$ cat src/core/l2bw_pkg.sv
// Package for the L2 bandwidth arbiter: register map, fields, reset values, requesters
package l2bw_pkg;
  // Register byte addresses
  localparam logic [31:0] L2BW_ADDR_DMA_CNT = 32'h0182_0110;
  localparam logic [31:0] L2BW_ADDR_CPU_ARB = 32'h0184_1000;
  localparam logic [31:0] L2BW_ADDR_MST_A = 32'h01c1_4114;
  localparam logic [31:0] L2BW_ADDR_MST_B = 32'h01c1_4118;
  localparam logic [31:0] L2BW_ADDR_MAX_WAIT = 32'h0184_1004;
  localparam logic [31:0] L2BW_ADDR_STATUS = 32'h0184_1008;
  // Field layout
  localparam int L2BW_PRI_W = 3;
  localparam int L2BW_CPU_PRI_LSB = 16;
  localparam int L2BW_DMA_PRI_LSB = 29;
  localparam int L2BW_MST_NUM = 8;
  localparam int L2BW_MST_LSB_STEP = 4;
  localparam int L2BW_MST_ID_W = 3;
  localparam int L2BW_CNT_W = 8;
  // Reset values
  localparam logic [31:0] L2BW_RST_CPU_ARB = 32'h0001_0000;
  localparam logic [31:0] L2BW_RST_DMA_CNT = 32'h0000_0000;
  localparam logic [31:0] L2BW_RST_MST = 32'h4444_4444;
  localparam logic [7:0] L2BW_RST_MAX_WAIT = 8'h10;
  // Requesters
  typedef enum logic [1:0] {
    L2BW_NONE = 2'b00,
    L2BW_CPU = 2'b01,
    L2BW_LDMA = 2'b11,
    L2BW_PDMA = 2'b10
  } l2bw_req_t;
endpackage : l2bw_pkg

$ cat src/core/l2bw_arbiter.sv
// L2 RAM bandwidth arbiter between CPU, internal DMA and slave-port DMA
// What this block does
// - Arbitrate L2 by priority and contention counters
// - Internal and slave-port requests count as DMA
// - Blocked pending requester counts contention cycles
// - Counter at threshold forces a bandwidth grant
// - Equal CPU and DMA priorities share fairly
// - CPU priority from CPU arbitration register
// - Internal DMA priority from count register field
// - Slave DMA priority from master priority field
`timescale 1ns/100ps
module l2bw_arbiter
  import l2bw_pkg::*;
(
  // Clock and reset
  input wire logic sys_clk,
  input wire logic rst,
  // Register port
  input wire logic [31:0] reg_addr,
  input wire logic [31:0] reg_wdata,
  input wire logic reg_wr,
  input wire logic reg_rd,
  output logic [31:0] reg_rdata,
  // Requesters
  input wire logic cpu_req,
  input wire logic ldma_req,
  input wire logic pdma_req,
  input wire logic [l2bw_pkg::L2BW_MST_ID_W-1:0] pdma_master_id,
  // Grants, one-hot, one cycle each
  output logic cpu_gnt,
  output logic ldma_gnt,
  output logic pdma_gnt
);
  import l2bw_pkg::*;

  // ------------------------------------------------------------------
  // Registers
  // ------------------------------------------------------------------
  logic [31:0] cpu_arb_reg;
  logic [31:0] dma_cnt_reg;
  logic [31:0] mst_a_reg;
  logic [31:0] mst_b_reg;
  logic [L2BW_CNT_W-1:0] max_wait_reg;
  logic last_dma_reg;
  logic [L2BW_CNT_W-1:0] cnt_reg [3];
  l2bw_req_t last_gnt_reg;

  // Unmapped writes fall through and are dropped
  always_ff @(posedge sys_clk) begin
    if (rst) begin
      cpu_arb_reg <= L2BW_RST_CPU_ARB;
      dma_cnt_reg <= L2BW_RST_DMA_CNT;
      mst_a_reg <= L2BW_RST_MST;
      mst_b_reg <= L2BW_RST_MST;
      max_wait_reg <= L2BW_RST_MAX_WAIT;
    end else if (reg_wr) begin
      unique case (reg_addr)
        L2BW_ADDR_CPU_ARB: cpu_arb_reg <= reg_wdata;
        L2BW_ADDR_DMA_CNT: dma_cnt_reg <= reg_wdata;
        L2BW_ADDR_MST_A: mst_a_reg <= reg_wdata;
        L2BW_ADDR_MST_B: mst_b_reg <= reg_wdata;
        L2BW_ADDR_MAX_WAIT: max_wait_reg <= reg_wdata[L2BW_CNT_W-1:0];
        default: ;
      endcase
    end
  end

  // ------------------------------------------------------------------
  // Priority extraction
  // ------------------------------------------------------------------
  // Masters 0-3 sit in word A, 4-7 in word B, one nibble each
  function automatic logic [L2BW_PRI_W-1:0] mst_pri(
      input logic [L2BW_MST_ID_W-1:0] id,
      input logic [31:0] a,
      input logic [31:0] b);
    logic [31:0] word;
    int lsb;
    word = id[L2BW_MST_ID_W-1] ? b : a;
    lsb = (int'(id) * L2BW_MST_LSB_STEP) % $bits(word);
    mst_pri = word[lsb +: L2BW_PRI_W];
  endfunction : mst_pri

  logic [L2BW_PRI_W-1:0] pri_cpu;
  logic [L2BW_PRI_W-1:0] pri_ldma;
  logic [L2BW_PRI_W-1:0] pri_pdma;
  assign pri_cpu = cpu_arb_reg[L2BW_CPU_PRI_LSB +: L2BW_PRI_W];
  assign pri_ldma = dma_cnt_reg[L2BW_DMA_PRI_LSB +: L2BW_PRI_W];
  assign pri_pdma = mst_pri(pdma_master_id, mst_a_reg, mst_b_reg);

  // ------------------------------------------------------------------
  // Arbitration
  // ------------------------------------------------------------------
  // Both DMA sources form one DMA class; best DMA picked first
  function automatic l2bw_req_t dma_pick(input logic is_ldma);
    dma_pick = is_ldma ? L2BW_LDMA : L2BW_PDMA;
  endfunction : dma_pick

  logic dma_req;
  logic dma_is_ldma;
  logic [L2BW_PRI_W-1:0] pri_dma;
  always_comb begin
    dma_req = ldma_req | pdma_req;
    dma_is_ldma = ldma_req &&
                  (!pdma_req || pri_ldma < pri_pdma ||
                   (pri_ldma == pri_pdma && last_gnt_reg != L2BW_LDMA));
    pri_dma = dma_is_ldma ? pri_ldma : pri_pdma;
  end

  logic [2:0] req_vec;
  logic [2:0] starved;
  assign req_vec = {pdma_req, ldma_req, cpu_req};
  always_comb begin
    for (int i = 0; i < 3; i++) begin
      starved[i] = req_vec[i] && cnt_reg[i] >= max_wait_reg;
    end
  end

  l2bw_req_t winner;
  always_comb begin
    winner = L2BW_NONE;
    if (|starved) begin
      // Starved request takes a slice ahead of priority
      if (starved[0]) winner = L2BW_CPU;
      else if (starved[1]) winner = L2BW_LDMA;
      else winner = L2BW_PDMA;
    end else if (cpu_req && dma_req) begin
      // Lower value wins; a tie alternates so DMA is never starved
      if (pri_cpu < pri_dma) winner = L2BW_CPU;
      else if (pri_dma < pri_cpu) winner = dma_pick(dma_is_ldma);
      else if (last_dma_reg) winner = L2BW_CPU;
      else winner = dma_pick(dma_is_ldma);
    end else if (cpu_req) begin
      winner = L2BW_CPU;
    end else if (dma_req) begin
      winner = dma_pick(dma_is_ldma);
    end
  end

  logic [2:0] gnt_vec;
  assign gnt_vec = {winner == L2BW_PDMA, winner == L2BW_LDMA, winner == L2BW_CPU};
  assign cpu_gnt = gnt_vec[0];
  assign ldma_gnt = gnt_vec[1];
  assign pdma_gnt = gnt_vec[2];

  always_ff @(posedge sys_clk) begin
    if (rst) begin
      last_dma_reg <= 1'b0;
      last_gnt_reg <= L2BW_NONE;
    end else if (winner != L2BW_NONE) begin
      last_dma_reg <= winner != L2BW_CPU;
      last_gnt_reg <= winner;
    end
  end

  // ------------------------------------------------------------------
  // Contention counters
  // ------------------------------------------------------------------
  // Saturating, so a long stall cannot wrap back below threshold
  always_ff @(posedge sys_clk) begin
    for (int i = 0; i < 3; i++) begin
      if (rst || !req_vec[i] || gnt_vec[i]) begin
        cnt_reg[i] <= '0;
      end else if (cnt_reg[i] != '1) begin
        cnt_reg[i] <= cnt_reg[i] + 1'b1;
      end
    end
  end

  // ------------------------------------------------------------------
  // Read port
  // ------------------------------------------------------------------
  always_ff @(posedge sys_clk) begin
    if (rst) begin
      reg_rdata <= '0;
    end else if (reg_rd) begin
      unique case (reg_addr)
        L2BW_ADDR_CPU_ARB: reg_rdata <= cpu_arb_reg;
        L2BW_ADDR_DMA_CNT: reg_rdata <= dma_cnt_reg;
        L2BW_ADDR_MST_A: reg_rdata <= mst_a_reg;
        L2BW_ADDR_MST_B: reg_rdata <= mst_b_reg;
        L2BW_ADDR_MAX_WAIT: reg_rdata <= 32'(max_wait_reg);
        L2BW_ADDR_STATUS: reg_rdata <= {8'h00, cnt_reg[2], cnt_reg[1], cnt_reg[0]};
        default: reg_rdata <= '0;
      endcase
    end else begin
      reg_rdata <= '0;
    end
  end

  // ------------------------------------------------------------------
  // Checks: grants
  // ------------------------------------------------------------------
  gnt_onehot_a: assert property (@(posedge sys_clk) disable iff (rst)
    $onehot0(gnt_vec))
    else $error("more than one grant");

  gnt_needs_req_a: assert property (@(posedge sys_clk) disable iff (rst)
    (gnt_vec & ~req_vec) == 3'b000)
    else $error("grant without request");

  idle_no_gnt_a: assert property (@(posedge sys_clk) disable iff (rst)
    req_vec == 3'b000 |-> gnt_vec == 3'b000)
    else $error("grant while idle");

  busy_some_gnt_a: assert property (@(posedge sys_clk) disable iff (rst)
    req_vec != 3'b000 |-> gnt_vec != 3'b000)
    else $error("requests left without grant");

  cpu_alone_a: assert property (@(posedge sys_clk) disable iff (rst)
    cpu_req && !dma_req |-> cpu_gnt)
    else $error("lone cpu request not granted");

  dma_class_a: assert property (@(posedge sys_clk) disable iff (rst)
    dma_req && !cpu_req |-> ldma_gnt || pdma_gnt)
    else $error("lone dma request not granted");

  // ------------------------------------------------------------------
  // Checks: priority
  // ------------------------------------------------------------------
  low_wins_a: assert property (@(posedge sys_clk) disable iff (rst)
    cpu_req && ldma_req && !pdma_req && !(|starved) && pri_cpu < pri_ldma
    |-> cpu_gnt)
    else $error("lower value lost");

  dma_low_wins_a: assert property (@(posedge sys_clk) disable iff (rst)
    cpu_req && dma_req && !(|starved) && pri_dma < pri_cpu
    |-> !cpu_gnt)
    else $error("higher cpu value won");

  tie_share_a: assert property (@(posedge sys_clk) disable iff (rst)
    (cpu_gnt && ldma_req && !pdma_req && pri_ldma == pri_cpu && !(|starved))
      ##1 (cpu_req && ldma_req && !pdma_req && pri_ldma == pri_cpu && !(|starved))
      |-> ldma_gnt)
    else $error("tie not shared");

  tie_share_pdma_a: assert property (@(posedge sys_clk) disable iff (rst)
    (cpu_gnt && pdma_req && !ldma_req && pri_pdma == pri_cpu && !(|starved))
      ##1 (cpu_req && pdma_req && !ldma_req && pri_pdma == pri_cpu && !(|starved))
      |-> pdma_gnt)
    else $error("tie not shared with port dma");

  // ------------------------------------------------------------------
  // Checks: starvation
  // ------------------------------------------------------------------
  starve_gnt_a: assert property (@(posedge sys_clk) disable iff (rst)
    starved[2] && !starved[0] && !starved[1] |-> pdma_gnt)
    else $error("starved not granted");

  starve_cpu_a: assert property (@(posedge sys_clk) disable iff (rst)
    starved[0] |-> cpu_gnt)
    else $error("starved cpu not granted");

  starve_ldma_a: assert property (@(posedge sys_clk) disable iff (rst)
    starved[1] && !starved[0] |-> ldma_gnt)
    else $error("starved internal dma not granted");

  // ------------------------------------------------------------------
  // Checks: counters
  // ------------------------------------------------------------------
  cnt_grows_a: assert property (@(posedge sys_clk) disable iff (rst)
    req_vec[0] && !gnt_vec[0] && cnt_reg[0] != '1
    |=> cnt_reg[0] == $past(cnt_reg[0]) + 1'b1)
    else $error("cpu counter did not count");

  cnt_grows_ldma_a: assert property (@(posedge sys_clk) disable iff (rst)
    req_vec[1] && !gnt_vec[1] && cnt_reg[1] != '1
    |=> cnt_reg[1] == $past(cnt_reg[1]) + 1'b1)
    else $error("internal dma counter did not count");

  cnt_grows_pdma_a: assert property (@(posedge sys_clk) disable iff (rst)
    req_vec[2] && !gnt_vec[2] && cnt_reg[2] != '1
    |=> cnt_reg[2] == $past(cnt_reg[2]) + 1'b1)
    else $error("port dma counter did not count");

  cnt_hold_a: assert property (@(posedge sys_clk) disable iff (rst)
    req_vec[2] && !gnt_vec[2] && cnt_reg[2] == '1
    |=> cnt_reg[2] == '1)
    else $error("counter wrapped");

  cnt_clear_a: assert property (@(posedge sys_clk) disable iff (rst)
    gnt_vec[1] || !ldma_req |=> cnt_reg[1] == '0)
    else $error("counter not cleared");

  cnt_clear_cpu_a: assert property (@(posedge sys_clk) disable iff (rst)
    gnt_vec[0] || !cpu_req |=> cnt_reg[0] == '0)
    else $error("cpu counter not cleared");

  cnt_clear_pdma_a: assert property (@(posedge sys_clk) disable iff (rst)
    gnt_vec[2] || !pdma_req |=> cnt_reg[2] == '0)
    else $error("port dma counter not cleared");

  // ------------------------------------------------------------------
  // Checks: registers
  // ------------------------------------------------------------------
  cpu_pri_a: assert property (@(posedge sys_clk) disable iff (rst)
    reg_wr && reg_addr == L2BW_ADDR_CPU_ARB
    |=> pri_cpu == $past(reg_wdata[L2BW_CPU_PRI_LSB +: L2BW_PRI_W]))
    else $error("cpu priority not taken");

  ldma_pri_a: assert property (@(posedge sys_clk) disable iff (rst)
    reg_wr && reg_addr == L2BW_ADDR_DMA_CNT
    |=> pri_ldma == $past(reg_wdata[L2BW_DMA_PRI_LSB +: L2BW_PRI_W]))
    else $error("internal dma priority not taken");

  mst_a_take_a: assert property (@(posedge sys_clk) disable iff (rst)
    reg_wr && reg_addr == L2BW_ADDR_MST_A
    |=> mst_a_reg == $past(reg_wdata))
    else $error("master word a not taken");

  mst_b_take_a: assert property (@(posedge sys_clk) disable iff (rst)
    reg_wr && reg_addr == L2BW_ADDR_MST_B
    |=> mst_b_reg == $past(reg_wdata))
    else $error("master word b not taken");

  max_wait_take_a: assert property (@(posedge sys_clk) disable iff (rst)
    reg_wr && reg_addr == L2BW_ADDR_MAX_WAIT
    |=> max_wait_reg == $past(reg_wdata[L2BW_CNT_W-1:0]))
    else $error("threshold not taken");

  rd_once_a: assert property (@(posedge sys_clk) disable iff (rst)
    !reg_rd |=> reg_rdata == '0)
    else $error("read data stood too long");

  rd_status_a: assert property (@(posedge sys_clk) disable iff (rst)
    reg_rd && reg_addr == L2BW_ADDR_STATUS
    |=> reg_rdata == {8'h00, $past(cnt_reg[2]), $past(cnt_reg[1]),
                      $past(cnt_reg[0])})
    else $error("status read wrong");

  // ------------------------------------------------------------------
  // Coverage
  // ------------------------------------------------------------------
  starve_c: cover property (@(posedge sys_clk) disable iff (rst) |starved);
  tie_c: cover property (@(posedge sys_clk) disable iff (rst)
    cpu_req && dma_req && pri_cpu == pri_dma && !(|starved));
  pdma_c: cover property (@(posedge sys_clk) disable iff (rst) pdma_gnt);
  ldma_starve_c: cover property (@(posedge sys_clk) disable iff (rst)
    starved[1] && ldma_gnt);
  dma_tie_c: cover property (@(posedge sys_clk) disable iff (rst)
    ldma_req && pdma_req && pri_ldma == pri_pdma);
endmodule : l2bw_arbiter

$ cat config.mk
export PLATFORM = sky130hd
export DESIGN_NAME = l2bw_arbiter
export DESIGN_NICKNAME = d
export VERILOG_FILES = /design/src/core/l2bw_pkg.sv /design/src/core/l2bw_arbiter.sv
export SDC_FILE = /design/constraint.sdc
export NUM_CORES = 1
export LEC_CHECK = 0
export ABC_AREA = 1
export BUFFER_PORTS_ARGS = -buffer_cell sky130_fd_sc_hd__buf_2
export CAP_MARGIN = 30
export CORE_ASPECT_RATIO = 2
export CORE_MARGIN = 4
export CORE_UTILIZATION = 50
export DETAILED_ROUTE_END_ITERATION = 12
export HOLD_SLACK_MARGIN = 0.1
export MAX_ROUTING_LAYER = met4
export PLACE_DENSITY = 0.81
export SYNTH_ARGS = -nofsm -noshare
export SYNTH_HDL_FRONTEND = slang
export SYNTH_SLANG_ARGS = --single-unit
$ cat constraint.sdc
create_clock -name sys_clk -period 5.6 [get_ports sys_clk]
set_input_delay 1.4 -clock sys_clk [delete_from_list [all_inputs] [get_ports sys_clk]]
set_output_delay 1.4 -clock sys_clk [all_outputs]
set_load 0.01 [all_outputs]
# --- Yosys cells after proc, flatten, opt, wreduce, memory -nomap -nowiden ---
# Memories as Yosys holds them, arrays and structs flattened.
# Index checks and enable logic that the tools add are counted.
word_totals:
  regBits: 171
  mem_bits_rw: 24
  output_inout_bits: 35
  word_cells: 95
  memories: 1
op_classes:
  addsub: 3
  magnitude_cmp: 6
  n_eq_ne: 15
  n_shift: 1
  mux: 31
  n_bitwise: 5
  n_reduce_logical: 25
mem_list:
  columns: ["memory", "words", "word_bits", "read_ports", "rd_ports_with_merged_regs", "write_ports", "line", "source"]
  rows:
  - ["cnt_reg", 3, 8, 3, 0, 3, "l2bw_arbiter.sv:45", "logic [L2BW_CNT_W-1:0] cnt_reg [3];"]
ops:
  columns: ["cell", "count"]
  rows:
  - ["$eq A32 B25 Y1 const B", 6]
  - ["$pmux W32 S6", 1]
  - ["$mux W32", 1]
  - ["$shiftx A32 B6 Y3", 1]
  - ["$add A8 B1 Y8 const B", 3]
  - ["$ge A8 B8 Y1", 3]
  - ["$mux W8", 3]
  - ["$ne A8 B8 Y1 const B", 3]
  - ["$mux W1", 17]
  - ["$mux W2", 8]
  - ["$reduce_and A2 Y1", 5]
  - ["$lt A3 B3 Y1", 3]
  - ["$logic_or A1 B1 Y1", 8]
  - ["$logic_and A1 B1 Y1", 6]
  - ["$eq A2 B2 Y1 const B", 2]
  - ["$or A1 B1 Y1", 4]
  - ["$eq A3 B3 Y1", 1]
  - ["$logic_not A1 Y1", 3]
  - ["$mux W3", 1]
  - ["$reduce_or A3 Y1", 1]
  - ["$eq A2 B1 Y1 const B", 1]
  - ["$ne A2 B1 Y1 const B", 1]
  - ["$ne A2 B2 Y1 const B", 1]
  - ["$reduce_bool A2 Y1", 1]
  - ["2 further kinds", 2]

# --- Logic depth before layout (Yosys ltp) ---
logic_depth:
  word_depth: 17
  depth_mapped: 26
  ltp_nobuf: 26

# --- Least setup slack after synthesis ---
# OpenSTA, ideal clock, no wires.
synth_timing:
  kind: "input-to-output"
  from: "in pdma_master_id[0] in the netlist's numbering"
  to: "out cpu_gnt"
  arrival_ns: 3.897
  required_time_ns: 4.200
  path_slack_ns: 0.303
  cell_stages: 23
  path_cell_list: "inv_1 -> clkbuf_1 -> nor2_1 -> o221ai_1 -> nand2_1 -> ha_1 -> a21oi_1 -> nand2_1 -> nand3_1 -> nand2_1 -> nor2_1 -> a21oi_1 -> ha_1 -> a21oi_1 -> nand2_1 -> nand2_1 -> nand2_1 -> nand2_1 -> nand2_1 -> nand2_1 -> nand3_1 -> nand2_1 -> inv_1"
synth_via:
  elab_chain_cells: 12
  word_cells_on_any_way: 19
  classes_between: "order compare: 3; eq/ne: 2; shift: 1; mux: 9; reduce/logical: 4"
synth_rtl:
  columns: ["element", "line", "source"]
  rows:
  - ["start: declaration", "l2bw_arbiter.sv:28", "input wire logic [l2bw_pkg::L2BW_MST_ID_W-1:0] pdma_master_id,"]
  - ["$shiftx A32 B6 Y3 (*)", "l2bw_arbiter.sv:80", "mst_pri = word[lsb +: L2BW_PRI_W];"]
  - ["$lt A3 B3 Y1 / $eq A3 B3 Y1 (equally long branches)", "l2bw_arbiter.sv:104, l2bw_arbiter.sv:105", null]
  - ["$logic_or A1 B1 Y1 / $logic_and A1 B1 Y1 (equally long branches)", "l2bw_arbiter.sv:104, l2bw_arbiter.sv:105", null]
  - ["$logic_or A1 B1 Y1", "l2bw_arbiter.sv:104", "(!pdma_req || pri_ldma < pri_pdma ||"]
  - ["$logic_and A1 B1 Y1", "l2bw_arbiter.sv:103", "dma_is_ldma = ldma_req &&"]
  - ["$mux W3 / $mux W1 (equally long branches)", "l2bw_arbiter.sv:106, l2bw_arbiter.sv:95", null]
  - ["$lt A3 B3 Y1 / $mux W2 (equally long branches)", "l2bw_arbiter.sv:129, l2bw_arbiter.sv:130", null]
  - ["$mux W2", "l2bw_arbiter.sv:129", "else if (pri_dma < pri_cpu) winner = dma_pick(dma_is_ldma);"]
  - ["$mux W2", "l2bw_arbiter.sv:128", "if (pri_cpu < pri_dma) winner = L2BW_CPU;"]
  - ["$mux W2 (*)", "l2bw_arbiter.sv:126", "end else if (cpu_req && dma_req) begin"]
  - ["$mux W2 (*)", "l2bw_arbiter.sv:121", "if (|starved) begin"]
  - ["$eq A2 B1 Y1 (*)", "l2bw_arbiter.sv:140", "assign gnt_vec = {winner == L2BW_PDMA, winner == L2BW_LDMA, winner == L2BW_CPU};"]
  - ["end: declaration", "l2bw_arbiter.sv:30", "output logic cpu_gnt,"]
# Mark *: on every way between the ends. The rest lies on a longest branch, timed or not.

# --- Final worst setup path ---
layout_timing:
  from: "in pdma_master_id[0] in the netlist's numbering"
  to: "out pdma_gnt"
layout_via:
  elab_chain_cells: 12
  word_cells_on_any_way: 19
  classes_between: "order compare: 3; eq/ne: 2; shift: 1; mux: 9; reduce/logical: 4"
layout_rtl:
  columns: ["element", "line", "source"]
  rows:
  - ["$shiftx A32 B6 Y3 (*)", "l2bw_arbiter.sv:80", null]
  - ["$lt A3 B3 Y1 / $eq A3 B3 Y1 (equally long branches)", "l2bw_arbiter.sv:104, l2bw_arbiter.sv:105", null]
  - ["$logic_or A1 B1 Y1 / $logic_and A1 B1 Y1 (equally long branches)", "l2bw_arbiter.sv:104, l2bw_arbiter.sv:105", null]
  - ["$logic_or A1 B1 Y1", "l2bw_arbiter.sv:104", null]
  - ["$logic_and A1 B1 Y1", "l2bw_arbiter.sv:103", null]
  - ["$mux W3 / $mux W1 (equally long branches)", "l2bw_arbiter.sv:106, l2bw_arbiter.sv:95", null]
  - ["$lt A3 B3 Y1 / $mux W2 (equally long branches)", "l2bw_arbiter.sv:129, l2bw_arbiter.sv:130", null]
  - ["$mux W2", "l2bw_arbiter.sv:129", null]
  - ["$mux W2", "l2bw_arbiter.sv:128", null]
  - ["$mux W2 (*)", "l2bw_arbiter.sv:126", null]
  - ["$mux W2 (*)", "l2bw_arbiter.sv:121", null]
  - ["$eq A2 B2 Y1 (*)", "l2bw_arbiter.sv:140", null]
  - ["end: declaration", "l2bw_arbiter.sv:32", "output logic pdma_gnt"]
# Marked as above.

==> impl_metrics.toml <==
[routing]
drt_wl_total_mm = 29.0
vias = 9008
initialDrtViolationCount = 625
via_per_inst = 5.54
ant_nets = 0
wl_per_cell_um = 17.8
drc = 0
dr.pass1.iters = 6

[sta]
maxSlewHeadroom_pct = 31.4
fin_crit_sh_pct = 101
tightestPinTransition_ns = 1.03
timing.final.ws_setup_ns = -0.0355
tns_ns = -0.0549
fmax_ghz = 0.177
rsz0062_at_grt = "true"
skew_ns = 0.00984
timing.final.hold_violations = 0
finalMaxSlewViolations = 0
period_minus_slack_ns = 5.64
finalSetupViolations = 2

[yosys]
synth_fp_nets = 1350
ys_seq_area_share_pct = 43.3
ys_warn_count = 0
ys_seq_elements = 195
synth_area_um2 = 9570
synth_cell_types = 41
netlist_top_cells_area = "dfxtp_1 (36%), nand2_1 (8.5%), edfxtp_1 (7.5%), a21oi_1 (5.8%), inv_1 (5.8%)"
ys_async_sr_fraction_pct = 0
synthCells = 1243
avgSynthCellArea_um2 = 7.70
synth_top_area_share_pct = 35.8
synth_edf_count = 24
synth_flop_cell = "dfxtp_1"
yosysTopAreaCell = "dfxtp_1"

[power]
switching_share_pct = 25.1
cellInternalPower_mw = 2.11
p_clk_share_pct = 42.4
pwr-share-comb_pct = 7.2
vdd_drop_max_v = 0.000177
pwr-share-seq_pct = 50.4
powerDensity_nw_per_um2 = 251
leakage_nw = 4.96
switching_power_mw = 0.707

[final_layout]
areaGrowthSynthToFinish_pct = 17.3
fillers = 1717
layout_common_cells = "nand2_1 (212), dfxtp_1 (171), inv_1 (144)"
fin_cells = 1625
mostFrequentLayoutCell = "nand2_1"
final_core_util_pct = 59.6
drive_gt1_share_pct = 21.3
nets = 1464

[placement]
place.gp.congestion = 1.01
portBuffers = 108
pre_cts_ws_ns = -0.134
dpl.hpwl_mm = 19.7
place_inst = 1567

[worst_setup_path]
slowest_delay_ns = 0.22
crit_chain = "buf_8 > clkinvlp_4 > buf_12 > nor2_2 > o221ai_2 > nand2_2 > ha_4 > a21oi_2 > nand2_1 > nand3_2 > nand2_4 > buf_6 > nand2_1 > o21ai_1 > ha_1 > inv_1 > nand3_2 > nand2_1 > nand2_2 > o21ai_2 > nand3_2 > nand4_1 > inv_2 > buf_6"
cpMaxStageDelayCell = "ha_4"
critPathCaptureType = "output pin"
critical_path_class = "input pin to output pin"
cp_max_fo = 8
path_delay_family = "simple AND/OR/NAND/NOR gates"
startpoint = "pdma_master_id[0]"
worstPathRequired_ns = 4.20
critPathBufInv = 7
startpoint_type = "input pin"
cp_data_arrival_time_ns = 4.24
r2r_start = "mst_a_reg[1]"

[die]
row_count = 71
die-width_um = 106
pin_count = 109
start_util_pct = 50.8
die-area_um2 = 21600
core_area_um2 = 18800
die_h_um = 204

[status]
violations = "setup timing"
status = "complete, but fails checks"

[clock_network]
htree_levels = 4
path_clk_slew_ns = 0.07
holdBufCountCts = 0
cts_tree = "done"
cts-buffers-inserted = 17
clockBufferDepth = 2
clock-sinks = 195
clkLatencyLatePin_ns = 0.44
root_buffer = "clkbuf_16"

[global_routing]
grt_util_all_layers_pct = 27.9
grt_pass1_wl_mm = 45.4
grt_antenna_before_repair = 1
grt_start_max_net_pins = 107
grt_pass1_vias = 8912
grt_overflow_total = 0

[run]
maxCapViolCount = 0

[min_path]
holdCritPathClass = "flop to flop"
min_from = "mst_a_reg[22]"
==> worst register-to-register path: cells and delay by family, from the launching register on <==
kind,cells,cell delay [ns]
buf+inv,15,1.78
simple gates,14,1.16
compound gates,6,0.69
fa+ha+maj,2,0.53
flops,1,0.34
==> cell usage after synthesis (11+ instances only) <==
cell        n
a21oi_1   111
a21oi_2    28
buf_2      20
buf_6      13
clkbuf_1   17
dfxtp_1   171
edfxtp_1   24
ha_1       33
inv_1     148
nand2_1   218
nand3_1    71
nor2_1    113
nor2_2     23
o211ai_1   21
o21a_1     34
o21ai_0    94
o21ai_1    30
xor2_1     11
==> metrics by stage <==
step,instance area [um^2],total power [mW],hold WS (ns)
after detailed placement,10200,1.60,0.462
after global routing,11200,2.90,0.518
after floorplan,9570,1.53,0.428
after CTS,11000,2.79,0.481
after global placement,10200,1.59,0.458
final,11200,2.82,0.480
==> cells by family after synthesis <==
| logic type | synth area share, % |
|---|---|
| AOI/OAI and AO/OA | 19.8 |
| xor gates and xnor gates | 1.65 |
| DFF | 43.3 |
| and+or+nand+nor | 21.2 |
| buffers and inverters | 9.75 |
| adders and majority gates | 4.31 |
==> area by class of cell <==
| cell class | instances | area (um^2) | area share (%) |
|---|---|---|---|
| clock inverters | 13 | 111 | 0.991 |
| clock buffers | 18 | 450 | 4.01 |
| diodes | 1 | 2.50 | 0.0223 |
| flip-flops and latches | 195 | 4140 | 36.9 |
| repair buffers | 153 | 946 | 8.42 |
| multi-input cells | 836 | 4680 | 41.6 |
| inverters | 154 | 583 | 5.19 |
| well taps | 255 | 319 | 2.84 |
==> worst paths after layout <==
| check | endpoint | slack (ns) | depth (start not counted) |
|---|---|---|---|
| max | pdma_gnt | -0.04 | 24 |
| min | mst_a_reg[22] | 0.48 | 2 |
| max reg2reg | last_gnt_reg[0] | 0.99 | 37 |
| min reg2reg | mst_a_reg[22] | 0.48 | 2 |
==> power by group through the flow <==
stage	sequential, mW	clock, mW	combinational (mW)
after floorplan	1.45	0	0.0754
after global placement	1.45	0	0.143
after detailed placement	1.45	0	0.146
after CTS	1.42	1.20	0.174
after global routing	1.42	1.26	0.221
final	1.42	1.19	0.203
==> layer usage <==
layer,track usage [%],up-vias,routed length [um]
met5,-,-,0
met4,20.2,0,2080
li1,-,4308,-
met3,4.72,152,1750
met2,47.7,434,14900
met1,28.4,4114,10200
==> repair_timing <==
action                                  in CTS  in global routing
pin swaps                                    7                 29
endpoints found under the setup margin       3                  4
buffers inserted                            25                  2
hold endpoints to repair                     0                  0
resized for setup                           13                 46
No activity file was read; power rests on OpenSTA's default activity.
